File: src/core/spcs_pkg.sv
// shared constants and types for the serial port configuration block
package spcs_pkg;
  // register address and field positions
  localparam logic [7:0] CFG_ADDR = 8'ha1;
  localparam int BUSY_BIT = 7;
  localparam int MSTR_BIT = 6;
  localparam int PHA_BIT  = 5;
  localparam int POL_BIT  = 4;
  localparam int SEL_BIT  = 3;
  localparam int RAW_BIT  = 2;
  localparam int SHIFTER_EMPTY_BIT = 1;
  localparam int RXE_BIT  = 0;
  // reset values
  localparam logic       MSTR_RESET = 1'b0;
  localparam logic       PHA_RESET  = 1'b0;
  localparam logic       POL_RESET  = 1'b0;
  localparam logic       SHIFTER_EMPTY_RESET = 1'b1;
  localparam logic [3:0] PIN_RESET  = 4'h8; // select high, others low
  // timing counts in system clock cycles
  localparam int HALF_CYC = 2;              // master serial clock half period
  localparam int BIT_CYC  = 2 * HALF_CYC;   // master bit period
  localparam int FILT_LEN = 4;              // select de-glitch length
  localparam int BYTE_BITS = 8;
  typedef logic [1:0] spcs_cyc_t;
  typedef logic [3:0] spcs_bit_t;
  typedef logic [2:0] spcs_filt_t;
  typedef enum logic [1:0] {SPCS_IDLE, SPCS_MRUN, SPCS_SRUN} spcs_state_e;
endpackage

File: src/core/spcs_pin_if.sv
// synchronised pin levels passed from the pin synchroniser to the engine
`timescale 1ns/1ps
interface spcs_pin_if;
  logic sckS;    // serial clock, synchronised
  logic mosiS;   // master out data, synchronised
  logic misoS;   // master in data, synchronised
  logic ssnRaw;  // select pin, synchronised, not de-glitched
  logic ssnFilt; // select pin, de-glitched
  modport src (output sckS, mosiS, misoS, ssnRaw, ssnFilt);
  modport dst (input sckS, mosiS, misoS, ssnRaw, ssnFilt);
endinterface

File: src/core/spcs_top.sv
// serial port configuration, status and shift engine
`timescale 1ns/1ps
// Functional notes
// - The transfer-active bit reads 1 while a transfer runs in either mode.
// - The master-select bit set to 1 makes the port a master, 0 a slave.
// - Phase 0 centres data on the first clock edge, phase 1 on the second.
// - Polarity 0 idles the serial clock low, polarity 1 idles it high.
// - The selected flag is 1 while the de-glitched select is low.
// - The raw select bit reads the unfiltered select level at the read.
// - The shifter-empty bit sets once nothing is shifting or pending.
// - Shifter-empty clears on a load from the transmit buffer or a clock edge.
// - Receive-holding-empty sets after a read and clears on new data.
// - A slave samples the incoming data in the centre of each bit.
// - A master samples its input at the end of each bit.
// - A four-wire slave joins transfers only while select is low.
// - Both ends must use the same phase and polarity settings.
module spcs_top (
  input  wire logic       sys_clk,        // system clock
  input  wire logic       rst_n,          // synchronous reset, active low
  input  wire logic [7:0] sfrAddr,        // register address
  input  wire logic [7:0] sfrWrData,      // register write data
  input  wire logic       sfrWr,          // register write strobe
  input  wire logic       sfrRd,          // register read strobe
  output logic      [7:0] sfrRdData,      // register read data
  input  wire logic       blockEnable,    // port enable from control
  input  wire logic [7:0] txData,         // transmit byte
  input  wire logic       txWrite,        // transmit buffer write strobe
  output logic            txBufEmpty,     // transmit buffer free
  output logic      [7:0] rxData,         // received byte
  input  wire logic       rxRead,         // receive buffer read strobe
  output logic            transferDone,   // byte complete pulse
  input  wire logic       sckIn,          // serial clock pin level
  output logic            sckOut,         // serial clock drive
  output logic            sckOe,          // serial clock enable
  input  wire logic       mosiIn,         // master out pin level
  output logic            mosiOut,        // master out drive
  output logic            mosiOe,         // master out enable
  input  wire logic       misoIn,         // master in pin level
  output logic            misoOut,        // master in drive
  output logic            misoOe,         // master in enable
  input  wire logic       slaveSelectNIn  // slave select pin, active low
);
  import spcs_pkg::*;

  spcs_pin_if pinBus ();

  spcs_pin_sync u_sync (
    .sys_clk    (sys_clk),
    .rst_n      (rst_n),
    .sckPin     (sckIn),
    .mosiPin    (mosiIn),
    .misoPin    (misoIn),
    .selectNPin (slaveSelectNIn),
    .syncOut    (pinBus)
  );

  // configuration register address decode
  function automatic logic cfgHit(input logic [7:0] addr);
    cfgHit = (addr == CFG_ADDR);
  endfunction

  logic [2:0]  cfgReg;
  logic [2:0]  cfgNext;
  logic [7:0]  rdDataReg;
  logic [7:0]  rdDataNext;
  logic        masterSel;
  logic        phaseSel;
  logic        polSel;
  spcs_state_e stateReg;
  spcs_state_e stateNext;
  spcs_cyc_t   cycReg;
  spcs_cyc_t   cycNext;
  spcs_bit_t   bitReg;
  spcs_bit_t   bitNext;
  logic [7:0]  shiftReg;
  logic [7:0]  shiftNext;
  logic [7:0]  rxShiftReg;
  logic [7:0]  rxShiftNext;
  logic [7:0]  txBufReg;
  logic [7:0]  txBufNext;
  logic        txFullReg;
  logic        txFullNext;
  logic [7:0]  rxBufReg;
  logic [7:0]  rxBufNext;
  logic        rxFullReg;
  logic        rxFullNext;
  logic        srmtReg;
  logic        srmtNext;
  logic        doneReg;
  logic        doneNext;
  logic        outBitReg;
  logic        outBitNext;
  logic        sckPrevReg;
  logic        selPrevReg;
  logic        sckOutReg;
  logic        sckOutNext;
  logic        sckOeReg;
  logic        sckOeNext;
  logic        mosiOeReg;
  logic        misoOeReg;
  logic        misoOeNext;
  logic        slvSelected;
  logic        sckLead;
  logic        sckTrail;
  logic        sampleEdge;
  logic        shiftEdge;
  logic        loadNow;
  logic        sckEdge;

  assign masterSel = cfgReg[2];
  assign phaseSel  = cfgReg[1];
  assign polSel    = cfgReg[0];

  // configuration write and status read
  always_comb
  begin
    cfgNext    = cfgReg;
    rdDataNext = 8'h00;
    if (sfrWr && cfgHit(sfrAddr))
      cfgNext = {sfrWrData[MSTR_BIT], sfrWrData[PHA_BIT],
                 sfrWrData[POL_BIT]};
    if (sfrRd && cfgHit(sfrAddr))
    begin
      rdDataNext[BUSY_BIT] = (stateReg != SPCS_IDLE);
      rdDataNext[MSTR_BIT] = masterSel;
      rdDataNext[PHA_BIT]  = phaseSel;
      rdDataNext[POL_BIT]  = polSel;
      rdDataNext[SEL_BIT]  = !pinBus.ssnFilt;
      rdDataNext[RAW_BIT]  = pinBus.ssnRaw;
      rdDataNext[SHIFTER_EMPTY_BIT] = srmtReg;
      rdDataNext[RXE_BIT]  = !rxFullReg;
    end
  end

  // register bus state
  always_ff @(posedge sys_clk)
  begin
    if (!rst_n)
    begin
      cfgReg    <= {MSTR_RESET, PHA_RESET, POL_RESET};
      rdDataReg <= 8'h00;
    end
    else
    begin
      cfgReg    <= cfgNext;
      rdDataReg <= rdDataNext;
    end
  end

  // slave clock edges relative to the idle level
  assign slvSelected = !pinBus.ssnFilt && !masterSel && blockEnable;
  assign sckLead  = (pinBus.sckS != sckPrevReg) && (pinBus.sckS != polSel);
  assign sckTrail = (pinBus.sckS != sckPrevReg) && (pinBus.sckS == polSel);
  assign sampleEdge = phaseSel ? sckTrail : sckLead;
  assign shiftEdge  = phaseSel ? sckLead : sckTrail;

  // shift engine next state
  always_comb
  begin
    stateNext   = stateReg;
    cycNext     = cycReg;
    bitNext     = bitReg;
    shiftNext   = shiftReg;
    rxShiftNext = rxShiftReg;
    txBufNext   = txBufReg;
    txFullNext  = txFullReg;
    rxBufNext   = rxBufReg;
    rxFullNext  = rxFullReg;
    srmtNext    = srmtReg;
    outBitNext  = outBitReg;
    doneNext    = 1'b0;
    loadNow     = 1'b0;
    sckEdge     = 1'b0;
    if (rxRead)
      rxFullNext = 1'b0;
    if (!blockEnable)
    begin
      stateNext = SPCS_IDLE;
      cycNext   = '0;
      bitNext   = '0;
    end
    else if (masterSel)
    begin
      if (stateReg == SPCS_MRUN)
      begin
        cycNext = spcs_cyc_t'(cycReg + 2'h1);
        if (cycReg == spcs_cyc_t'(BIT_CYC - 1))
        begin
          rxShiftNext = {rxShiftReg[6:0], pinBus.misoS};
          outBitNext  = shiftReg[6];
          shiftNext   = {shiftReg[6:0], 1'b0};
          bitNext     = spcs_bit_t'(bitReg + 4'h1);
          if (bitReg == spcs_bit_t'(BYTE_BITS - 1))
          begin
            doneNext   = 1'b1;
            rxBufNext  = {rxShiftReg[6:0], pinBus.misoS};
            rxFullNext = 1'b1;
            bitNext    = '0;
            stateNext  = SPCS_IDLE;
          end
        end
      end
      else if (txFullReg)
      begin
        loadNow    = 1'b1;
        shiftNext  = txBufReg;
        outBitNext = txBufReg[7];
        txFullNext = 1'b0;
        stateNext  = SPCS_MRUN;
        cycNext    = '0;
        bitNext    = '0;
      end
    end
    else if (!slvSelected)
    begin
      stateNext = SPCS_IDLE;
      bitNext   = '0;
    end
    else if (!selPrevReg)
    begin // fresh selection resets the bit count and preloads
      bitNext = '0;
      if (txFullReg)
      begin
        loadNow    = 1'b1;
        shiftNext  = txBufReg;
        outBitNext = txBufReg[7];
        txFullNext = 1'b0;
      end
    end
    else if (sckLead || sckTrail)
    begin
      sckEdge   = 1'b1;
      stateNext = SPCS_SRUN;
      if (shiftEdge)
      begin
        if (!phaseSel && bitReg == '0)
        begin // byte boundary for phase 0
          if (txFullReg)
          begin
            loadNow    = 1'b1;
            shiftNext  = txBufReg;
            outBitNext = txBufReg[7];
            txFullNext = 1'b0;
          end
          stateNext = SPCS_IDLE;
        end
        else
        begin
          outBitNext = phaseSel ? shiftReg[7] : shiftReg[6];
          shiftNext  = {shiftReg[6:0], 1'b0};
        end
      end
      if (sampleEdge)
      begin
        rxShiftNext = {rxShiftReg[6:0], pinBus.mosiS};
        bitNext     = spcs_bit_t'(bitReg + 4'h1);
        if (bitReg == spcs_bit_t'(BYTE_BITS - 1))
        begin
          doneNext   = 1'b1;
          rxBufNext  = {rxShiftReg[6:0], pinBus.mosiS};
          rxFullNext = 1'b1;
          bitNext    = '0;
          stateNext  = phaseSel ? SPCS_IDLE : SPCS_SRUN;
          if (phaseSel && txFullReg)
          begin
            loadNow    = 1'b1;
            shiftNext  = txBufReg;
            txFullNext = 1'b0;
          end
        end
      end
    end
    if (txWrite && !txFullReg)
    begin
      txBufNext  = txData;
      txFullNext = 1'b1;
    end
    if (loadNow || sckEdge)
      srmtNext = 1'b0;
    else if (stateNext == SPCS_IDLE && !txFullReg && bitNext == '0)
      srmtNext = 1'b1;
    if (stateNext == SPCS_MRUN)
      sckOutNext = polSel ^ (phaseSel ? (cycNext < spcs_cyc_t'(HALF_CYC))
                                      : (cycNext >= spcs_cyc_t'(HALF_CYC)));
    else
      sckOutNext = polSel;
    sckOeNext  = masterSel && blockEnable;
    misoOeNext = slvSelected;
  end

  // shift engine registers
  always_ff @(posedge sys_clk)
  begin
    if (!rst_n)
    begin
      stateReg   <= SPCS_IDLE;
      cycReg     <= '0;
      bitReg     <= '0;
      shiftReg   <= 8'h00;
      rxShiftReg <= 8'h00;
      txBufReg   <= 8'h00;
      txFullReg  <= 1'b0;
      rxBufReg   <= 8'h00;
      rxFullReg  <= 1'b0;
      srmtReg    <= SHIFTER_EMPTY_RESET;
      doneReg    <= 1'b0;
      outBitReg  <= 1'b0;
      sckPrevReg <= POL_RESET;
      selPrevReg <= 1'b0;
      sckOutReg  <= POL_RESET;
      sckOeReg   <= 1'b0;
      mosiOeReg  <= 1'b0;
      misoOeReg  <= 1'b0;
    end
    else
    begin
      stateReg   <= stateNext;
      cycReg     <= cycNext;
      bitReg     <= bitNext;
      shiftReg   <= shiftNext;
      rxShiftReg <= rxShiftNext;
      txBufReg   <= txBufNext;
      txFullReg  <= txFullNext;
      rxBufReg   <= rxBufNext;
      rxFullReg  <= rxFullNext;
      srmtReg    <= srmtNext;
      doneReg    <= doneNext;
      outBitReg  <= outBitNext;
      sckPrevReg <= pinBus.sckS;
      selPrevReg <= slvSelected;
      sckOutReg  <= sckOutNext;
      sckOeReg   <= sckOeNext;
      mosiOeReg  <= sckOeNext;
      misoOeReg  <= misoOeNext;
    end
  end

  // outputs straight from registers
  assign sfrRdData    = rdDataReg;
  assign txBufEmpty   = !txFullReg;
  assign rxData       = rxBufReg;
  assign transferDone = doneReg;
  assign sckOut       = sckOutReg;
  assign sckOe        = sckOeReg;
  assign mosiOut      = outBitReg;
  assign mosiOe       = mosiOeReg;
  assign misoOut      = outBitReg;
  assign misoOe       = misoOeReg;

  property p_busy_read;
    @(posedge sys_clk) disable iff (!rst_n)
    (sfrRd && cfgHit(sfrAddr)) |=>
      (sfrRdData[BUSY_BIT] == ($past(stateReg) != SPCS_IDLE));
  endproperty
  a_busy_read: assert property (p_busy_read)
    else $error("busy bit does not follow transfer state");

  property p_master_drive;
    @(posedge sys_clk) disable iff (!rst_n)
    ##1 (sckOe == $past(masterSel && blockEnable)) && (mosiOe == sckOe);
  endproperty
  a_master_drive: assert property (p_master_drive)
    else $error("clock drive does not follow master select");

  property p_mid_edge;
    @(posedge sys_clk) disable iff (!rst_n)
    (stateReg == SPCS_MRUN && cycReg == spcs_cyc_t'(HALF_CYC)
      && $stable(cfgReg)) |-> (sckOut == (polSel ^ !phaseSel));
  endproperty
  a_mid_edge: assert property (p_mid_edge)
    else $error("serial clock wrong at mid bit");

  property p_idle_pol;
    @(posedge sys_clk) disable iff (!rst_n)
    (stateReg == SPCS_IDLE && $past(stateNext) == SPCS_IDLE
      && $stable(polSel)) |-> (sckOut == polSel);
  endproperty
  a_idle_pol: assert property (p_idle_pol)
    else $error("idle serial clock level wrong");

  property p_sel_read;
    @(posedge sys_clk) disable iff (!rst_n)
    (sfrRd && cfgHit(sfrAddr)) |=>
      (sfrRdData[SEL_BIT] == !$past(pinBus.ssnFilt))
      && (sfrRdData[RAW_BIT] == $past(pinBus.ssnRaw));
  endproperty
  a_sel_read: assert property (p_sel_read)
    else $error("select bits read wrong");

  property p_load_shifter_empty;
    @(posedge sys_clk) disable iff (!rst_n)
    ((txFullReg && !txFullNext)
      || (slvSelected && selPrevReg && pinBus.sckS != sckPrevReg)) |=> !srmtReg;
  endproperty
  a_load_shifter_empty: assert property (p_load_shifter_empty)
    else $error("shifter empty not cleared");

  property p_rx_flag;
    @(posedge sys_clk) disable iff (!rst_n)
    doneNext |=> (rxFullReg && transferDone) ##1 !transferDone;
  endproperty
  a_rx_flag: assert property (p_rx_flag)
    else $error("received byte not flagged");

  property p_master_sample;
    @(posedge sys_clk) disable iff (!rst_n)
    (blockEnable && masterSel && stateReg == SPCS_MRUN
      && cycReg == spcs_cyc_t'(BIT_CYC - 1)) |=>
      (rxShiftReg[0] == $past(pinBus.misoS));
  endproperty
  a_master_sample: assert property (p_master_sample)
    else $error("master input not sampled at bit end");

  property p_slave_ignore;
    @(posedge sys_clk) disable iff (!rst_n)
    (!masterSel && pinBus.ssnFilt) |=> (stateReg == SPCS_IDLE) && !misoOe;
  endproperty
  a_slave_ignore: assert property (p_slave_ignore)
    else $error("deselected slave took part in a transfer");

  property p_cfg_write;
    @(posedge sys_clk) disable iff (!rst_n)
    (sfrWr && cfgHit(sfrAddr)) |=> (cfgReg == {$past(sfrWrData[MSTR_BIT]),
      $past(sfrWrData[PHA_BIT]), $past(sfrWrData[POL_BIT])});
  endproperty
  a_cfg_write: assert property (p_cfg_write)
    else $error("configuration write stored wrong bits");
endmodule

File: src/core/spcs_pin_sync.sv
// three-stage pin synchroniser with select de-glitch filter
`timescale 1ns/1ps
module spcs_pin_sync (
  input wire logic  sys_clk,    // system clock
  input wire logic  rst_n,      // synchronous reset, active low
  input wire logic  sckPin,     // serial clock pin
  input wire logic  mosiPin,    // master out pin
  input wire logic  misoPin,    // master in pin
  input wire logic  selectNPin, // slave select pin, active low
  spcs_pin_if.src   syncOut     // synchronised levels
);
  import spcs_pkg::*;

  logic [3:0] pinIn;
  logic [3:0] st1Reg;
  logic [3:0] st2Reg;
  logic [3:0] st3Reg;
  logic [3:0] cleanReg;
  logic [3:0] cleanNext;
  logic       filtReg;
  logic       filtNext;
  spcs_filt_t cntReg;
  spcs_filt_t cntNext;

  assign pinIn = {selectNPin, misoPin, mosiPin, sckPin};

  // a change counts once stages two and three agree
  always_comb
  begin
    cleanNext = ((st2Reg ~^ st3Reg) & st3Reg) | ((st2Reg ^ st3Reg) & cleanReg);
    filtNext  = filtReg;
    cntNext   = '0;
    if (cleanReg[3] != filtReg)
    begin
      if (cntReg == spcs_filt_t'(FILT_LEN - 1))
        filtNext = cleanReg[3];
      else
        cntNext = spcs_filt_t'(cntReg + 3'h1);
    end
  end

  // register stages
  always_ff @(posedge sys_clk)
  begin
    if (!rst_n)
    begin
      st1Reg   <= PIN_RESET;
      st2Reg   <= PIN_RESET;
      st3Reg   <= PIN_RESET;
      cleanReg <= PIN_RESET;
      filtReg  <= 1'b1;
      cntReg   <= '0;
    end
    else
    begin
      st1Reg   <= pinIn;
      st2Reg   <= st1Reg;
      st3Reg   <= st2Reg;
      cleanReg <= cleanNext;
      filtReg  <= filtNext;
      cntReg   <= cntNext;
    end
  end

  // clock and data take the agreed level at once, saving a cycle that a
  // short serial half period cannot spare; select uses the held copy
  assign syncOut.sckS    = cleanNext[0];
  assign syncOut.mosiS   = cleanNext[1];
  assign syncOut.misoS   = cleanNext[2];
  assign syncOut.ssnRaw  = cleanReg[3];
  assign syncOut.ssnFilt = filtReg;

  // filtered select only moves after a steady run of the new level
  property p_filt_steady;
    @(posedge sys_clk) disable iff (!rst_n)
    $changed(filtReg) |-> ($past(cleanReg[3], 1) == filtReg)
      && ($past(cleanReg[3], 2) == filtReg)
      && ($past(cleanReg[3], 3) == filtReg);
  endproperty
  a_filt_steady: assert property (p_filt_steady)
    else $error("select filter changed without a steady input");
endmodule

File: config.mk
export PLATFORM = sky130hd
export DESIGN_NAME = spcs_top
export DESIGN_NICKNAME = d
export VERILOG_FILES = /design/src/core/spcs_pkg.sv /design/src/core/spcs_pin_if.sv /design/src/core/spcs_top.sv /design/src/core/spcs_pin_sync.sv
export SDC_FILE = /design/constraint.sdc
export NUM_CORES = 1
export LEC_CHECK = 0
export BUFFER_PORTS_ARGS = -buffer_cell sky130_fd_sc_hd__buf_2
export CAP_MARGIN = 20
export CORE_MARGIN = 1
export CORE_UTILIZATION = 45
export DETAILED_ROUTE_END_ITERATION = 6
export GPL_ROUTABILITY_DRIVEN = 0
export MAX_ROUTING_LAYER = met4
export PLACE_DENSITY = 0.74
export SLEW_MARGIN = 20
export SYNTH_ARGS = -nofsm -noshare
export SYNTH_HDL_FRONTEND = slang
export SYNTH_SLANG_ARGS = --single-unit
export TNS_END_PERCENT = 20
File: constraint.sdc
create_clock -name sys_clk -period 2.19 [get_ports sys_clk]
set_input_delay 0 -clock sys_clk [delete_from_list [all_inputs] [get_ports sys_clk]]
set_output_delay 0 -clock sys_clk [all_outputs]
set_load 0.1 [all_outputs]
==> qor.csv <==
stage,metric,value,unit
placed_design,dp_hpwl,6.34,mm
logic_synthesis,synth_top_family_by_area,simple AND/OR/NAND/NOR gates,
placed_design,dp.cells,566,
sta,rsz0062_at_grt,true,
setup_path,worst_setup_path_end_kind,register,
cells_and_area,finish.utilization,59.4,%
cts,cts_root_buf,clkbuf_8,
power,vdd_drop_max,0.362,mV
sta,finalHoldViolCount,0,
global_route,grt_first_pass_wirelength,15.3,mm
min_path,holdCritPathClass,in2reg,
cts,clkSinkCount,78,
power,internal-power,2.21,mW
sta,post-route-min-period,2.25,ns
cts,cts.htree.levels,3,
status,status,"complete, but fails checks",
cts,cts_setup_buffers,0,
power,combPwrFrac,6.1,%
sta,fin_hold_ws,0.0178,ns
routing,drt_first_iter_violations,232,
cells_and_area,antenna_cells,0,
power,switching_share,23.1,%
logic_synthesis,synth_cells,402,
power,clkPwrFrac,43.3,%
die,die_area,8750,µm²
flow_run,maxCapViolCount,0,
sta,final.setup.tns,-0.108,ns
cells_and_area,n_fill_cell,699,
logic_synthesis,synth_edf_count,0,
die,die_y,93.5,µm
setup_path,cp_max_fo,4,
logic_synthesis,async_reset_ff_share,0,%
routing,drcViolationCount,0,
logic_synthesis,muxShareOfSynthArea,13.3,%
cts,cts_tree,built,
power,p_seq_share,50.6,%
sta,slew_violations,0,
cells_and_area,multi_input_area,2160,µm²
logic_synthesis,ys_types,60,
power,leakage,1.92,nW
sta,clock_skew,0.00663,ns
sta,fmax,444,MHz
logic_synthesis,synth_nets,446,
cells_and_area,layout-drive-gt1-share,27.1,%
logic_synthesis,synth_compound_area_share,16.7,%
global_route,grt_pass1_vias,3211,
cts,cts_buffer_depth,2,
sta,setup_viol,5,
cells_and_area,regArea,1560,µm²
die,pin_count,59,
sta,max-slew-margin-rel,67.5,%
power,switching_power,0.664,mW
sta,setup_ws,-0.0610,ns
die,die_w,93.5,µm
logic_synthesis,ys.flop_type,dfxtp_1,
global_route,track_usage,23.1,%
cells_and_area,final_cells,599,
logic_synthesis,yosysWarnings,0,
routing,ant_nets,0,
cts,cts_buffers,9,
logic_synthesis,yosys.area_share.simple,20.8,%
logic_synthesis,syn_area,3770,µm²
global_route,overflow,0,
placed_design,io_buffers,53,
routing,viasPerCell,5.50,
setup_path,cp-start-kind,register,
routing,wl_per_cell,15.3,µm
setup_path,arrival,2.55,ns
sta,worstMarginPinSlew,0.491,ns
routing,drt_wl_total,9.17,mm
routing,first_pass_iters,5,
cts,clkSlewWorstSetupHoldPaths,0.08,ns
global_route,antenna_found_initial,0,
logic_synthesis,ys_seq_area_share,41.4,%
logic_synthesis,ys_ff_latch,78,
routing,vias,3296,
status,violations,negative setup slack,
setup_path,critical_path_class,reg2reg,
setup_path,required,2.49,ns
cells_and_area,area_delta_synth_final,28.7,%
cells_and_area,fin_nets,533,
logic_synthesis,synth_fa_ha_area_share,2.99,%
logic_synthesis,syn_area_per_cell,9.38,µm²
cts,insertion_delay,0.36,ns
logic_synthesis,yosys.area_share.xor_xnor,0.929,%
sta,period_share,103,%
die,row_count,33,
global_route,grt_max_degree,40,
die,start_util,46.1,%
die,coreArea,8180,µm²
power,p_per_area,593,nW/µm²
power groups by stage:
stage          sequential [mW]  clock (mW)  combinational (mW)
4_1_cts                   1.46        1.27               0.174
2_1_floorplan             1.48           0              0.0991
6_report                  1.46        1.25               0.176
5_1_grt                   1.46        1.33               0.192
3_5_place_dp              1.49           0               0.150
3_3_place_gp              1.49           0               0.145
cells by family (layout without fill, tap and decap cells):
kind of cell / count (synthesis) / count (layout)
adders and majority gates: 9 / 9
and+or+nand+nor: 137 / 137
muxes: 49 / 49
xor gates and xnor gates: 4 / 4
AOI/OAI and AO/OA: 89 / 89
DFF: 78 / 78
buffers and inverters: 36 / 128
repair_timing:
action                     4_1_cts  5_1_grt
setup endpoints to repair        7       20
pin swaps                        1        3
hold buffers                    17        0
resized for setup                5       10
hold endpoints to repair        17        0
flip-flops by register name (all words and copies together), names as in the netlist, 4 cells and up:
register,count
shiftReg,8
u_sync.cleanReg,4
rxShiftReg,7
rxData,8
sfrRdData,8
txBufReg,8
bitReg,4
u_sync.st2Reg,4
u_sync.st3Reg,4
u_sync.st1Reg,4
cell usage in the layout (no fill, tap or decap), types with 3 or more instances in the layout:
master and count:
clkbuf_8 10, nor3_1 10, dlygate4sd3_1 17, buf_4 26, ha_1 8, dfxtp_1 76, a21oi_2 3, buf_12 4
nor2b_1 35, and2_1 17, o211ai_1 3, o22ai_1 6, a211oi_1 3, nor2_1 19, nand2b_1 7, mux2_2 5
o21ai_0 17, nand3b_1 5, o221a_2 3, buf_2 53, a21oi_1 13, nand2_1 21, inv_1 11, a211o_1 4
o22a_1 5, a22oi_1 3, o31ai_1 3, a31oi_1 7, mux2i_1 39
final cells by class:
| type | instances | area share [%] |
|---|---|---|
| well taps | 105 | 2.71 |
| clock buffers | 10 | 2.84 |
| multi-input cells | 288 | 44.6 |
| clock inverters | 6 | 1.93 |
| repair buffers | 101 | 14.9 |
| flip-flops and latches | 78 | 32.2 |
| inverters | 11 | 0.851 |
per-layer routing:
| metal | global-route usage [%] | vias up | wire length [µm] |
|---|---|---|---|
| li1 | - | 1612 | - |
| met1 | 28.1 | 1564 | 4120 |
| met2 | 36.6 | 102 | 4310 |
| met3 | 5.04 | 18 | 503 |
| met4 | 10.6 | 0 | 231 |
| met5 | - | - | 0 |
path summary, 6_finish.rpt:
kind,startpoint,endpoint,slack (ns),cells past startpoint
worst min register to register,rxFullReg,sfrRdData[0],0.42,1
worst max register to register,u_sync.st2Reg[0],sckOut,-0.06,7
worst max-delay path,u_sync.st2Reg[0],sckOut,-0.06,7
worst min-delay path,txWrite,txFullReg,0.02,3
Yosys cell counts (3+ instances only):
master | n | area (µm²)
dfxtp_1 | 78 | 1560
mux2i_1 | 41 | 410
nor2b_1 | 35 | 219
nand2_1 | 22 | 82.6
clkbuf_1 | 21 | 78.8
nor2_1 | 19 | 71.3
and2_1 | 18 | 113
o21ai_0 | 17 | 85.1
a21oi_1 | 15 | 75.1
inv_1 | 11 | 41.3
nor3_1 | 10 | 50.1
ha_1 | 9 | 113
a31oi_1 | 7 | 43.8
mux2_2 | 7 | 78.8
nand2b_1 | 7 | 43.8
o22ai_1 | 6 | 37.5
a22oi_1 | 5 | 37.5
nand3b_1 | 5 | 37.5
o22a_1 | 5 | 43.8
a211o_1 | 4 | 35.0
a211oi_1 | 4 | 30.0
o211ai_1 | 3 | 22.5
o221a_2 | 3 | 33.8
o31ai_1 | 3 | 22.5
through the flow:
step                      total power [mW]  setup WS, ns  area [µm²]
after floorplan                       1.58      -0.00281        3800
after global placement                1.63      -0.00216        4380
after detailed placement              1.64       -0.0550        4380
after CTS                             2.90       -0.0663        4810
after global routing                  2.98        -0.203        4850
final                                 2.88       -0.0610        4850
worst max-delay path, stage by stage (launching register included):
cell       delay [ns]
dfxtp_2          0.34
ha_4             0.24
or4b_4           0.47
a211oi_2         0.28
a21oi_2          0.07
o2bb2ai_2        0.15
or4_1            0.51
a21boi_1         0.13
Note: power is estimated with default switching activity, not from simulation.
